<file path="config.mk">
export PLATFORM = sky130hd
export DESIGN_NAME = tcmp_top
export DESIGN_NICKNAME = d
export VERILOG_FILES = /design/src/common/tcmp_pkg.sv /design/src/logic/tcmp_top.sv
export SDC_FILE = /design/constraint.sdc
export NUM_CORES = 1
export LEC_CHECK = 0
export BUFFER_PORTS_ARGS = -buffer_cell sky130_fd_sc_hd__buf_2
export CAP_MARGIN = 20
export CORE_ASPECT_RATIO = 1.75
export CORE_MARGIN = 2
export CORE_UTILIZATION = 40
export CTS_CLUSTER_DIAMETER = 120
export CTS_CLUSTER_SIZE = 28
export DETAILED_ROUTE_END_ITERATION = 8
export GPL_ROUTABILITY_DRIVEN = 0
export PLACE_DENSITY = 0.61
export SETUP_SLACK_MARGIN = 0.4
export SLEW_MARGIN = 0
export SYNTH_ARGS = -nofsm -noshare
export SYNTH_HDL_FRONTEND = slang
export SYNTH_SLANG_ARGS = --single-unit
</file>
<file path="constraint.sdc">
create_clock -name clk_sys -period 5 [get_ports clk_sys]
set_input_delay 1 -clock clk_sys [delete_from_list [all_inputs] [get_ports clk_sys]]
set_output_delay 1 -clock clk_sys [all_outputs]
set_load 0.01 [all_outputs]
</file>
<file path="src/common/tcmp_pkg.sv">
package tcmp_pkg;

    localparam int NUM_CMP = 3;

    // register byte addresses
    localparam logic [3:0] ADDR_CTRL1  = 4'h0;
    localparam logic [3:0] ADDR_CTRL2  = 4'h4;
    localparam logic [3:0] ADDR_CTRL3  = 4'h8;
    localparam logic [3:0] ADDR_STATUS = 4'hC;
    localparam logic [4:0] ADDR_REF    = 5'h10;
    localparam int ADDR_W = 5;

    // comparator control fields
    localparam int CTL_ON      = 15;
    localparam int CTL_PIN     = 14;
    localparam int CTL_INV     = 13;
    localparam int CTL_EVT     = 9;
    localparam int CTL_RES     = 8;
    localparam int CTL_EDGE_HI = 7;
    localparam int CTL_EDGE_LO = 6;
    localparam int CTL_PLUS    = 4;
    localparam int CTL_MINUS_HI = 1;
    localparam int CTL_MINUS_LO = 0;
    localparam logic [15:0] CTL_WMASK = 16'hE2D3;

    // status fields
    localparam int STAT_IDLE    = 15;
    localparam int STAT_EVT_LO  = 8;
    localparam int STAT_RES_LO  = 0;

    // reference fields
    localparam logic [15:0] REF_WMASK = 16'h00FF;
    localparam int REF_POWER  = 7;
    localparam int REF_PIN    = 6;
    localparam int REF_RANGE  = 5;
    localparam int REF_SUPPLY = 4;

    localparam logic [1:0] EDGE_NONE = 2'b00;
    localparam logic [1:0] EDGE_RISE = 2'b01;
    localparam logic [1:0] EDGE_FALL = 2'b10;
    localparam logic [1:0] EDGE_ANY  = 2'b11;

    localparam logic [1:0] RESP_OKAY   = 2'b00;
    localparam logic [1:0] RESP_SLVERR = 2'b10;

endpackage

</file>
<file path="src/logic/tcmp_top.sv">
// Operation
// - enable bit powers comparator; disabled comparator yields no result or event
// - pin-drive bit routes result to output pin, else internal only
// - invert bit flips result; result bit reads plus-above-minus when not inverted
// - selected edge sets sticky event flag; set flag blocks further events
// - edge select 11 makes events on any result change while flag clear
// - edge select 10: falling raw edge, or rising when inverted
// - edge select 01: rising raw edge, or falling when inverted
// - edge select 00 makes no event
// - plus-input select picks internal reference when set, pin A when clear
// - minus-input select: 00 pin B, 01 pin C, 10 pin D, 11 half band gap
// - idle-stop bit halts all comparators during idle mode
// - status bits 10..8 mirror event flags of comparators 3..1
// - status bits 2..0 mirror results of comparators 3..1
// - unimplemented bits read zero; all implemented bits reset to zero
// - reference power bit powers the reference ladder
// - reference pin-drive bit puts reference voltage on its pin
// - range bit selects fine (/24) or offset (/32) reference range
// - supply select bit picks external reference pins or analog supply
// - four-bit level sets reference voltage within selected range
//
// The placing of the registers and the AXI4-Lite interface to the registers were decided locally.
module tcmp_top
    import tcmp_pkg::*;
#(
    parameter int N = NUM_CMP
)(
    input  wire logic              clk_sys,
    input  wire logic              rst_b,
    input  wire logic              idleMode,
    input  wire logic [N-1:0]      cmpRaw,
    input  wire logic [ADDR_W-1:0] s_axi_awaddr,
    input  wire logic              s_axi_awvalid,
    output logic                   s_axi_awready,
    input  wire logic [31:0]       s_axi_wdata,
    input  wire logic [3:0]        s_axi_wstrb,
    input  wire logic              s_axi_wvalid,
    output logic                   s_axi_wready,
    output logic [1:0]             s_axi_bresp,
    output logic                   s_axi_bvalid,
    input  wire logic              s_axi_bready,
    input  wire logic [ADDR_W-1:0] s_axi_araddr,
    input  wire logic              s_axi_arvalid,
    output logic                   s_axi_arready,
    output logic [31:0]            s_axi_rdata,
    output logic [1:0]             s_axi_rresp,
    output logic                   s_axi_rvalid,
    input  wire logic              s_axi_rready,
    output logic [N-1:0]           cmpOn,
    output logic [N-1:0]           cmpInvert,
    output logic [N-1:0]           plusInputSelect,
    output logic [2*N-1:0]         minusInputSelect,
    output logic [N-1:0]           cmpOutputPin,
    output logic [N-1:0]           cmpPinDriveEn,
    output logic [N-1:0]           cmpIrq,
    output logic [N-1:0]           cmpTrigger,
    output logic                   refPower,
    output logic                   refPinDrive,
    output logic                   refRange,
    output logic                   refSupplySelect,
    output logic [3:0]             refLevel
);

    typedef struct packed {
        logic [N-1:0][15:0] ctl;
        logic               idleStop;
        logic [7:0]         refCtl;
        logic [N-1:0]       sync1;
        logic [N-1:0]       sync2;
        logic [N-1:0]       prevRes;
        logic [N-1:0]       active;
        logic [N-1:0]       outPin;
        logic [N-1:0]       pinEn;
        logic [N-1:0]       irq;
        logic               awHeld;
        logic [ADDR_W-1:0]  awAddr;
        logic               wHeld;
        logic [31:0]        wData;
        logic [3:0]         wStrb;
        logic               bValid;
        logic [1:0]         bResp;
        logic               rValid;
        logic [31:0]        rData;
        logic [1:0]         rResp;
    } tcmp_state_t;

    tcmp_state_t state_reg;
    tcmp_state_t state_next;

    function automatic logic [15:0] merge16(input logic [15:0] old, input logic [31:0] d,
                                            input logic [3:0] strb, input logic [15:0] wmask);
        logic [15:0] m;
        m = {{8{strb[1]}}, {8{strb[0]}}} & wmask;
        return (old & ~m) | (d[15:0] & m);
    endfunction

    function automatic logic [15:0] readReg(input tcmp_state_t s, input logic [ADDR_W-1:0] a,
                                            output logic ok);
        logic [15:0] v;
        v = 16'h0000;
        ok = 1'b1;
        unique case (a)
            {1'b0, ADDR_CTRL1}: v = s.ctl[0];
            {1'b0, ADDR_CTRL2}: v = s.ctl[1];
            {1'b0, ADDR_CTRL3}: v = s.ctl[2];
            {1'b0, ADDR_STATUS}:
            begin
                v[STAT_IDLE] = s.idleStop;
                for (int i = 0; i < N; i++)
                begin
                    v[STAT_EVT_LO + i] = s.ctl[i][CTL_EVT];
                    v[STAT_RES_LO + i] = s.ctl[i][CTL_RES];
                end
            end
            ADDR_REF: v = {8'h00, s.refCtl};
            default: ok = 1'b0;
        endcase
        return v;
    endfunction

    always_comb
    begin
        logic        res;
        logic        rise;
        logic        fall;
        logic        hit;
        logic        ok;
        logic [1:0]  sel;
        logic        doWrite;
        logic [15:0] rv;
        res = 1'b0;
        rise = 1'b0;
        fall = 1'b0;
        hit = 1'b0;
        ok = 1'b0;
        sel = EDGE_NONE;
        doWrite = 1'b0;
        rv = 16'h0000;
        state_next = state_reg;

        // two-stage synchroniser on the analog results
        state_next.sync1 = cmpRaw;
        state_next.sync2 = state_reg.sync1;

        // bus write channel capture
        if (s_axi_awvalid && !state_reg.awHeld)
        begin
            state_next.awHeld = 1'b1;
            state_next.awAddr = s_axi_awaddr;
        end
        if (s_axi_wvalid && !state_reg.wHeld)
        begin
            state_next.wHeld = 1'b1;
            state_next.wData = s_axi_wdata;
            state_next.wStrb = s_axi_wstrb;
        end
        // address and data stay held until the response is taken, so no new write overlaps
        if (state_reg.bValid && s_axi_bready)
        begin
            state_next.bValid = 1'b0;
            state_next.awHeld = 1'b0;
            state_next.wHeld = 1'b0;
        end
        doWrite = state_reg.awHeld && state_reg.wHeld && !state_reg.bValid;

        for (int i = 0; i < N; i++)
        begin
            state_next.irq[i] = 1'b0;
            // comparator runs when enabled and not stopped by idle
            state_next.active[i] = state_reg.ctl[i][CTL_ON]
                                   && !(state_reg.idleStop && idleMode);
            res = state_reg.active[i] && (state_reg.sync2[i] ^ state_reg.ctl[i][CTL_INV]);
            state_next.ctl[i][CTL_RES] = res;
            state_next.prevRes[i] = res;
            rise = res && !state_reg.prevRes[i];
            fall = !res && state_reg.prevRes[i];
            sel = state_reg.ctl[i][CTL_EDGE_HI:CTL_EDGE_LO];
            unique case (sel)
                EDGE_ANY:  hit = rise || fall;
                EDGE_FALL: hit = state_reg.ctl[i][CTL_INV] ? rise : fall;
                EDGE_RISE: hit = state_reg.ctl[i][CTL_INV] ? fall : rise;
                EDGE_NONE: hit = 1'b0;
            endcase
            hit = hit && state_reg.active[i];
            // output pin follows the result only when pin drive is set
            state_next.outPin[i] = state_reg.ctl[i][CTL_PIN] && res;
            state_next.pinEn[i] = !state_reg.ctl[i][CTL_PIN];
            if (doWrite && state_reg.awAddr == {1'b0, 4'(i * 4)})
            begin
                state_next.ctl[i] = merge16(state_reg.ctl[i], state_reg.wData,
                                            state_reg.wStrb, CTL_WMASK);
                state_next.ctl[i][CTL_RES] = res;
            end
            if (hit && !state_reg.ctl[i][CTL_EVT])
            begin
                state_next.ctl[i][CTL_EVT] = 1'b1;
                state_next.irq[i] = 1'b1;
            end
        end

        if (doWrite)
        begin
            state_next.bValid = 1'b1;
            state_next.bResp = RESP_OKAY;
            if (state_reg.awAddr == {1'b0, ADDR_STATUS})
            begin
                if (state_reg.wStrb[1])
                begin
                    state_next.idleStop = state_reg.wData[STAT_IDLE];
                end
            end
            else if (state_reg.awAddr == ADDR_REF)
            begin
                state_next.refCtl = 8'(merge16({8'h00, state_reg.refCtl}, state_reg.wData,
                                              state_reg.wStrb, REF_WMASK));
            end
            else if (state_reg.awAddr != {1'b0, ADDR_CTRL1}
                     && state_reg.awAddr != {1'b0, ADDR_CTRL2}
                     && state_reg.awAddr != {1'b0, ADDR_CTRL3})
            begin
                state_next.bResp = RESP_SLVERR;
            end
        end

        // read channel: one cycle to answer
        if (state_reg.rValid && s_axi_rready)
        begin
            state_next.rValid = 1'b0;
        end
        if (s_axi_arvalid && !state_reg.rValid)
        begin
            rv = readReg(state_reg, s_axi_araddr, ok);
            state_next.rValid = 1'b1;
            state_next.rData = {16'h0000, rv};
            state_next.rResp = ok ? RESP_OKAY : RESP_SLVERR;
        end
    end

    always_ff @(posedge clk_sys)
    begin
        if (!rst_b)
        begin
            state_reg <= '0;
            state_reg.pinEn <= '1;
        end
        else
        begin
            state_reg <= state_next;
        end
    end

    assign s_axi_awready = !state_reg.awHeld;
    assign s_axi_wready = !state_reg.wHeld;
    assign s_axi_bvalid = state_reg.bValid;
    assign s_axi_bresp = state_reg.bResp;
    assign s_axi_arready = !state_reg.rValid;
    assign s_axi_rvalid = state_reg.rValid;
    assign s_axi_rdata = state_reg.rData;
    assign s_axi_rresp = state_reg.rResp;

    always_comb
    begin
        for (int i = 0; i < N; i++)
        begin
            cmpOn[i] = state_reg.active[i];
            cmpInvert[i] = state_reg.ctl[i][CTL_INV];
            plusInputSelect[i] = state_reg.ctl[i][CTL_PLUS];
            minusInputSelect[2*i +: 2] = state_reg.ctl[i][CTL_MINUS_HI:CTL_MINUS_LO];
        end
    end

    assign cmpOutputPin = state_reg.outPin;
    assign cmpPinDriveEn = state_reg.pinEn;
    assign cmpIrq = state_reg.irq;
    assign cmpTrigger = state_reg.irq;
    assign refPower = state_reg.refCtl[REF_POWER];
    assign refPinDrive = state_reg.refCtl[REF_PIN];
    assign refRange = state_reg.refCtl[REF_RANGE];
    assign refSupplySelect = state_reg.refCtl[REF_SUPPLY];
    assign refLevel = state_reg.refCtl[3:0];

endmodule

</file>
# [Word-level counts from Yosys, hierarchy flattened]
# Cells that the tools add are included.
[op_classes] shifts=0 n_addsub=0 div=0 multipliers=0 n_eq_ne=19 n_reduce_logical=69 order_cmp=0 bitwise_logic=17 mux=33
[ops] cell="$and A16 B16 Y16" n=4
[ops] cell="$or A16 B16 Y16" n=3
[ops] cell="$mux W35" n=1
[ops] cell="$logic_and A1 B1 Y1" n=34
[ops] cell="$mux W10" n=3
[ops] cell="$eq A5 B4 Y1 const B" n=4
[ops] cell="$pmux W5 S4" n=1
[ops] cell="$logic_not A1 Y1" n=17
[ops] cell="$and A8 B8 Y8" n=2
[ops] cell="$mux W1" n=16
[ops] cell="$not A16 Y16" n=1
[ops] cell="$pmux W1 S4" n=4
[ops] cell="$pmux W3 S5" n=1
[ops] cell="$eq A2 B2 Y1 const B" n=6
[ops] cell="$pmux W3 S4" n=1
[ops] cell="$pmux W4 S3" n=1
[ops] cell="$eq A5 B3 Y1 const B" n=2
[ops] cell="$eq A5 B5 Y1 const B" n=2
[ops] cell="$logic_not A5 Y1" n=2
[ops] cell="$reduce_bool A2 Y1" n=5
[ops] cell="$mux W2" n=4
[ops] cell="$not A8 Y8" n=1
[ops] cell="$or A8 B8 Y8" n=1
[ops] cell="$eq A2 B1 Y1 const B" n=3
[ops] cell="other kinds (11)" n=19
[word_totals] memories=0 output_inout_bits=76 regBits=125 rom_bits=0 inputBits=57 latchBits=0 ram_bits=0

# [Longest topological paths before layout]
# Gate-level depths: netlist (run 1).
[logic_depth] ltp_word=9 depth_mapped=8 ltp_nobuf=8

# [Least setup slack after synthesis (run 1)]
# No wires, ideal clock.
[synth_path] path_type="in2reg" startpoint="input port s_axi_araddr[2]" endpoint="register state_reg, in the netlist s_axi_rdata[1]" path_buffers=1 cell_stages=5 setup_time_ns=0.131 setup_slack_ns=2.908 arrival_ns=1.961 cell_sequence="buf_6 -> mux2_2 -> a22o_1 -> a222oi_1 -> nor3_1"
[synth_between] elab_chain_len=2
[synth_lines] item="start, declared" line="tcmp_top.sv:42" rtl="input wire logic [ADDR_W-1:0] s_axi_araddr,"
[synth_lines] item="$eq A5 B5 Y1, or another cell as far along" line="tcmp_top.sv:102" rtl="unique case (a)"
[synth_lines] item="$pmux W3 S5 (*)" line="tcmp_top.sv:102"
[synth_lines] item="end signal, assigned" line="tcmp_top.sv:248" rtl="state_reg <= state_next;"
[synth_lines] item="end, declared" line="tcmp_top.sv:87" rtl="tcmp_state_t state_reg;"
# Mark *: on every way between the ends. The rest lies on a longest branch, timed or not.
# A chain may end at the register's enable or synchronous reset.

==> results.toml, run 1 <==
[logic_synthesis]
syn_avg_cell_area_um2 = 9.00
synth_warnings = 0
synthFlopType = "dfxtp_1"
synth.distinct_cells = 53
async_flop_share_pct = 0
yosysTopAreaCellShare_pct = 42.5
synthTopCellsByArea = "dfxtp_1, buf_4, mux2i_1"
ys_seq_elements = 96
synthCells = 503
syn_area_mm2 = 0.00453
seq_area_frac_synth_pct = 42.5
yosys.area.top_type = "dfxtp_1"
synth-edff-count = 0

[setup_path]
cp_data_arrival_time_ps = 2610
crit_path_top_delay_cell = "inv_1"
critPathMaxFanout = 30
worstPathRequired_ps = 5240
cp-startpoint = "rst_b"
max_stage_delay_ps = 730
endpoint_kind = "register"
critPathBufInv = 3
path_class = "in2reg"
path_cells = "buf_2, inv_1, buf_4, a21oi_1, and2_1"
cp_top_family = "buffers and inverters"
cp-start-kind = "primary input"

[clock_tree]
ctsLongestPathBuffers = 2
cts.sinks = 96
post-cts-setup-buffers = 0
clockRootBuffer = "clkbuf_16"
ctsHoldBuffers = 0
cts_resized = 0
clk_latency_ps = 350
ctsHtreeMaxLevel = 3
cts_buffers = 9
cts_tree = "yes"
clk_pin_slew_ps = 70

[placement]
portBuffers = 90
dp_hpwl_um = 7910
placed_cell_area_mm2 = 0.00462

[global_routing]
grt_max_degree = 42
grt_pass1_vias = 3283
grt_pass1_wl_um = 16400
antenna_found_initial = 0
grt_usage_pct = 17.1
grt_overflow = 0

[detailed_routing]
vias = 3430
routed_wl_um = 10400
routedWlPerCell_um = 15.5
dr.first_iter.drc_count = 221
ant_nets = 0
drc_errors = 0
dr.pass1.iters = 4
vias_per_cell = 5.10

[layout]
areaGrowthSynthToFinish_pct = 9.12
layout-drive-gt1-share_pct = 21.9
fin_area_mm2 = 0.00494
nets = 598
fillers = 1131
n_antenna_cell = 0

[power]
p_int_uw = 1260
pwr-share-comb_pct = 6.1
share_seq_of_total_power_pct = 48.7
clockPowerShare_pct = 45.2
p_leak_uw = 0.00222
switching_share_pct = 22.9
vdd_drop_max_mv = 0.222
net-switching-power_uw = 373
p_per_area_mw_per_mm2 = 330

[sta]
tightest_slew_ps = 1040
finalCritPeriodShare_pct = 47.4
hold_viol = 0
rsz0062_at_grt = "no"
max-slew-margin-rel_pct = 30.9
maxSlewViolCount = 0
fmax_ghz = 0.422
skew_ps = 8.97
min_period_ps = 2370
setup_viol = 0
tns_ps = 0

[floorplan]
fp.dieArea_mm2 = 0.0122
core.rowCount = 51
io_pins = 133
fp.dieW_um = 84.4
start_util_pct = 40.8
die_h_um = 145
core-area_mm2 = 0.0111

[run]
drv_cap = 0

[outcome]
status = "complete, no violations"

[hold_path]
hold_path.class = "reg2reg"
hold_start = "state_next[98]"
-- cell usage in the layout, fill, tap and decap left out, types with 8 or more instances in the layout --
master,Yosys,final
o21ai_0,16,16
and2_1,10,10
mux2i_1,38,38
nand3_1,20,20
clkbuf_16,0,9
nor2_1,45,45
nor2b_1,8,8
a21oi_1,26,26
nand2_1,62,62
buf_2,5,90
inv_1,12,12
dfxtp_1,96,96
conb_1,1,20
-- final timing paths --
path                                       end  slack (ps)  depth (start not counted)
worst max-delay path                  cmpOn[2]        2630                          5
worst min-delay path             state_reg[98]         440                          1
worst max register to register  state_reg[152]        2910                          7
worst min register to register   state_reg[98]         440                          1
-- kinds of logic after synthesis --
group,count (synthesis),share of synthesized area [%]
and+or+nand+nor,178,19.6
buffers and inverters,102,14.5
DFF,96,42.5
AOI/OAI and AO/OA,75,11.0
muxes,42,10.1
adders and majority gates,6,1.66
xor gates and xnor gates,3,0.581
other,1,0.0828
-- metal layers --
metal	global-route usage [%]	up-vias	part of all wire, %
met5	0	-	0
met4	9.36	0	3.4
met3	3.69	22	4.4
met2	30.5	104	53
met1	18.8	1600	39
li1	-	1704	-
-- Yosys cell counts (2+ instances only) --
library cell,count
o21a_1,2
o211ai_1,2
nor2b_1,8
and3b_1,7
xor2_1,3
and3_1,3
mux4_2,3
buf_4,67
o21ai_0,16
a311oi_1,3
nand3b_1,2
inv_1,12
mux2i_1,38
a21oi_1,26
dfxtp_1,96
nor3_1,5
ha_1,6
and4b_1,2
nand4b_1,3
clkbuf_1,14
o22ai_1,4
buf_1,2
nand2_1,62
a32oi_1,2
nor2_1,45
nand3_1,20
and2_1,10
a22oi_1,7
buf_2,5
buf_6,2
o2bb2ai_1,3
nand2b_1,2
-- stage by stage --
stage / setup WS, ps / util, % / instances / total power, µW / hold WS, ps
after detailed placement: 2270 / 41.6 / 656 / 911 / 430
final: 2630 / 44.5 / 672 / 1630 / 441
after global placement: 2300 / 41.6 / 656 / 908 / 422
after CTS: 2630 / 44.5 / 672 / 1640 / 447
after floorplan: 2910 / - / 522 / 890 / 390
after global routing: 2470 / 44.5 / 672 / 1690 / 460
-- final cells by class --
class | instances | area (µm²) | area share, %
Inverter | 12 | 45.0 | 0.912
Timing Repair Buffer | 92 | 465 | 9.42
Multi-Input combinational cell | 324 | 2020 | 40.9
Tap cell | 132 | 165 | 3.34
Clock inverter | 6 | 92.6 | 1.87
Sequential cell | 96 | 1920 | 38.9
Clock buffer | 10 | 229 | 4.64
-- power by group through the flow --
stage	combinational (µW)	sequential [µW]	clock, µW
after global routing	111	796	779
after CTS	100	794	749
after floorplan	82.2	807	0
after global placement	98.5	810	0
after detailed placement	99.8	811	0
final	99.2	794	735
(Power assumes the default switching activity.)
==> run 2, diff against run 1 <==
- clock period: 5 -> 2.45 ns (I/O delays scaled with it)
==> results.toml, run 2 (same netlist as run 1, synthesis figures left out) <==
[clock_tree]
ctsLongestPathBuffers = 2
cts_tree = "yes"
post-cts-setup-buffers = 0
clk_latency_ps = 340
clockRootBuffer = "clkbuf_16"
cts_buffers = 9
clk_pin_slew_ps = 60
ctsHtreeMaxLevel = 3
cts.sinks = 96

[detailed_routing]
routed_wl_um = 10300
ant_nets = 0
dr.pass1.iters = 4
vias_per_cell = 5.04
vias = 3404
routedWlPerCell_um = 15.2
dr.first_iter.drc_count = 138
drc_errors = 0

[hold_path]
hold_start = "cmpRaw[1]"
hold_path.class = "in2reg"
hold_path_end = "state_next[97]"
hold_path_depth = 2

[floorplan]
fp.dieW_um = 84.4
die_h_um = 145
core.rowCount = 51
core-area_mm2 = 0.0111
fp.dieArea_mm2 = 0.0122
start_util_pct = 40.8
io_pins = 133

[sta]
min_period_ps = 1950
finalCritPeriodShare_pct = 79.8
maxSlewViolCount = 0
max-slew-margin-rel_pct = 59.8
hold_viol = 0
tns_ps = 0
skew_ps = 5.04
tightest_slew_ps = 601
fmax_ghz = 0.512
setup_viol = 0
rsz0062_at_grt = "no"

[layout]
nets = 602
fillers = 1118
instances_no_fill = 676
n_antenna_cell = 0
final_cell_mix = "dfxtp_1, buf_2, nand2_1"
layout-drive-gt1-share_pct = 22.8
areaGrowthSynthToFinish_pct = 9.84
final_common_cell = "dfxtp_1"
final_core_utilization_pct = 44.8

[placement]
dp_hpwl_um = 7900
place_inst = 660
portBuffers = 90

[setup_path]
r2r-end = "state_reg[152]"
path_cells = "xor2_1, nand2_1, ha_1, or2_2, a41oi_1, a32oi_1, a311o_1"
reg2reg_depth = 7
max_stage_delay_ps = 390
cp_top_family = "compound AO/OA/AOI/OAI gates"
crit_path_top_delay_cell = "dfxtp_2"
reg2reg_slack_ps = 500
cp-start-kind = "register"
critPathMaxFanout = 6
worstPathRequired_ps = 2680
critPathBufInv = 0
cp_data_arrival_time_ps = 2190
endpoint_kind = "register"
path_class = "reg2reg"

[global_routing]
grt_overflow = 0
grt_max_degree = 60
grt_pass1_vias = 3311
antenna_found_initial = 0
grt_pass1_wl_um = 16500
grt_usage_pct = 17.1

[run]
drv_cap = 0

[power]
p_per_area_mw_per_mm2 = 656
p_leak_uw = 0.00224
finalPower_uw = 3260
vdd_drop_max_mv = 0.439

[outcome]
status = "complete, no violations"
[run 2: cell types whose count changed in the layout (fill, tap and decap cells not counted), sizes merged]
cell,delta
clkinv,+2
bufinv,-1
clkinvlp,-2
clkbuf,+2
inv,-1
buf,+4
[run 2: worst max-delay path by stage]
stage | depth (start not counted) | start | endpoint
floorplan | 7 | register | state_reg[152]
global placement | 7 | register | state_reg[152]
finish | 7 | register | state_reg[152]
detailed placement | 7 | register | state_reg[152]
global route | 7 | register | state_reg[152]
CTS | 7 | register | state_reg[152]
[run 2: timing repair]
item | in CTS | in global routing
setup endpoints to repair | 0 | 3
resized for setup | 0 | 2
hold buffers | 0 | 0
[run 2: through the flow]
stage	hold slack, ps	worst slack (ps)	instance area, µm²
final	346	495	4970
after global routing	361	404	4970
after CTS	342	421	4970
after detailed placement	423	459	4660
after global placement	421	488	4660
after floorplan	390	638	4600
[run 2: layout make-up]
class                   count  area (µm²)  area share [%]
flip-flops and latches     96        1920            38.7
well taps                 132         165            3.32
clock inverters             4        52.6            1.06
inverters                  12        45.0           0.906
clock buffers              12         256            5.16
repair buffers             96         508            10.2
multi-input cells         324        2020            40.6
[run 2: power by group]
group | internal [µW] | leakage (µW) | switching [µW]
Combinational | 78.0 | 0.00131 | 131
Clock | 849 | 0.000153 | 585
Sequential | 1590 | 0.000780 | 29.6
[run 2: metal layers]
metal,GRT usage (%),vias up,routed length (µm)
li1,-,1709,-
met1,18.7,1583,4150
met2,31.5,91,5430
met3,3.46,21,440
met4,8.10,0,284
met5,0,-,0
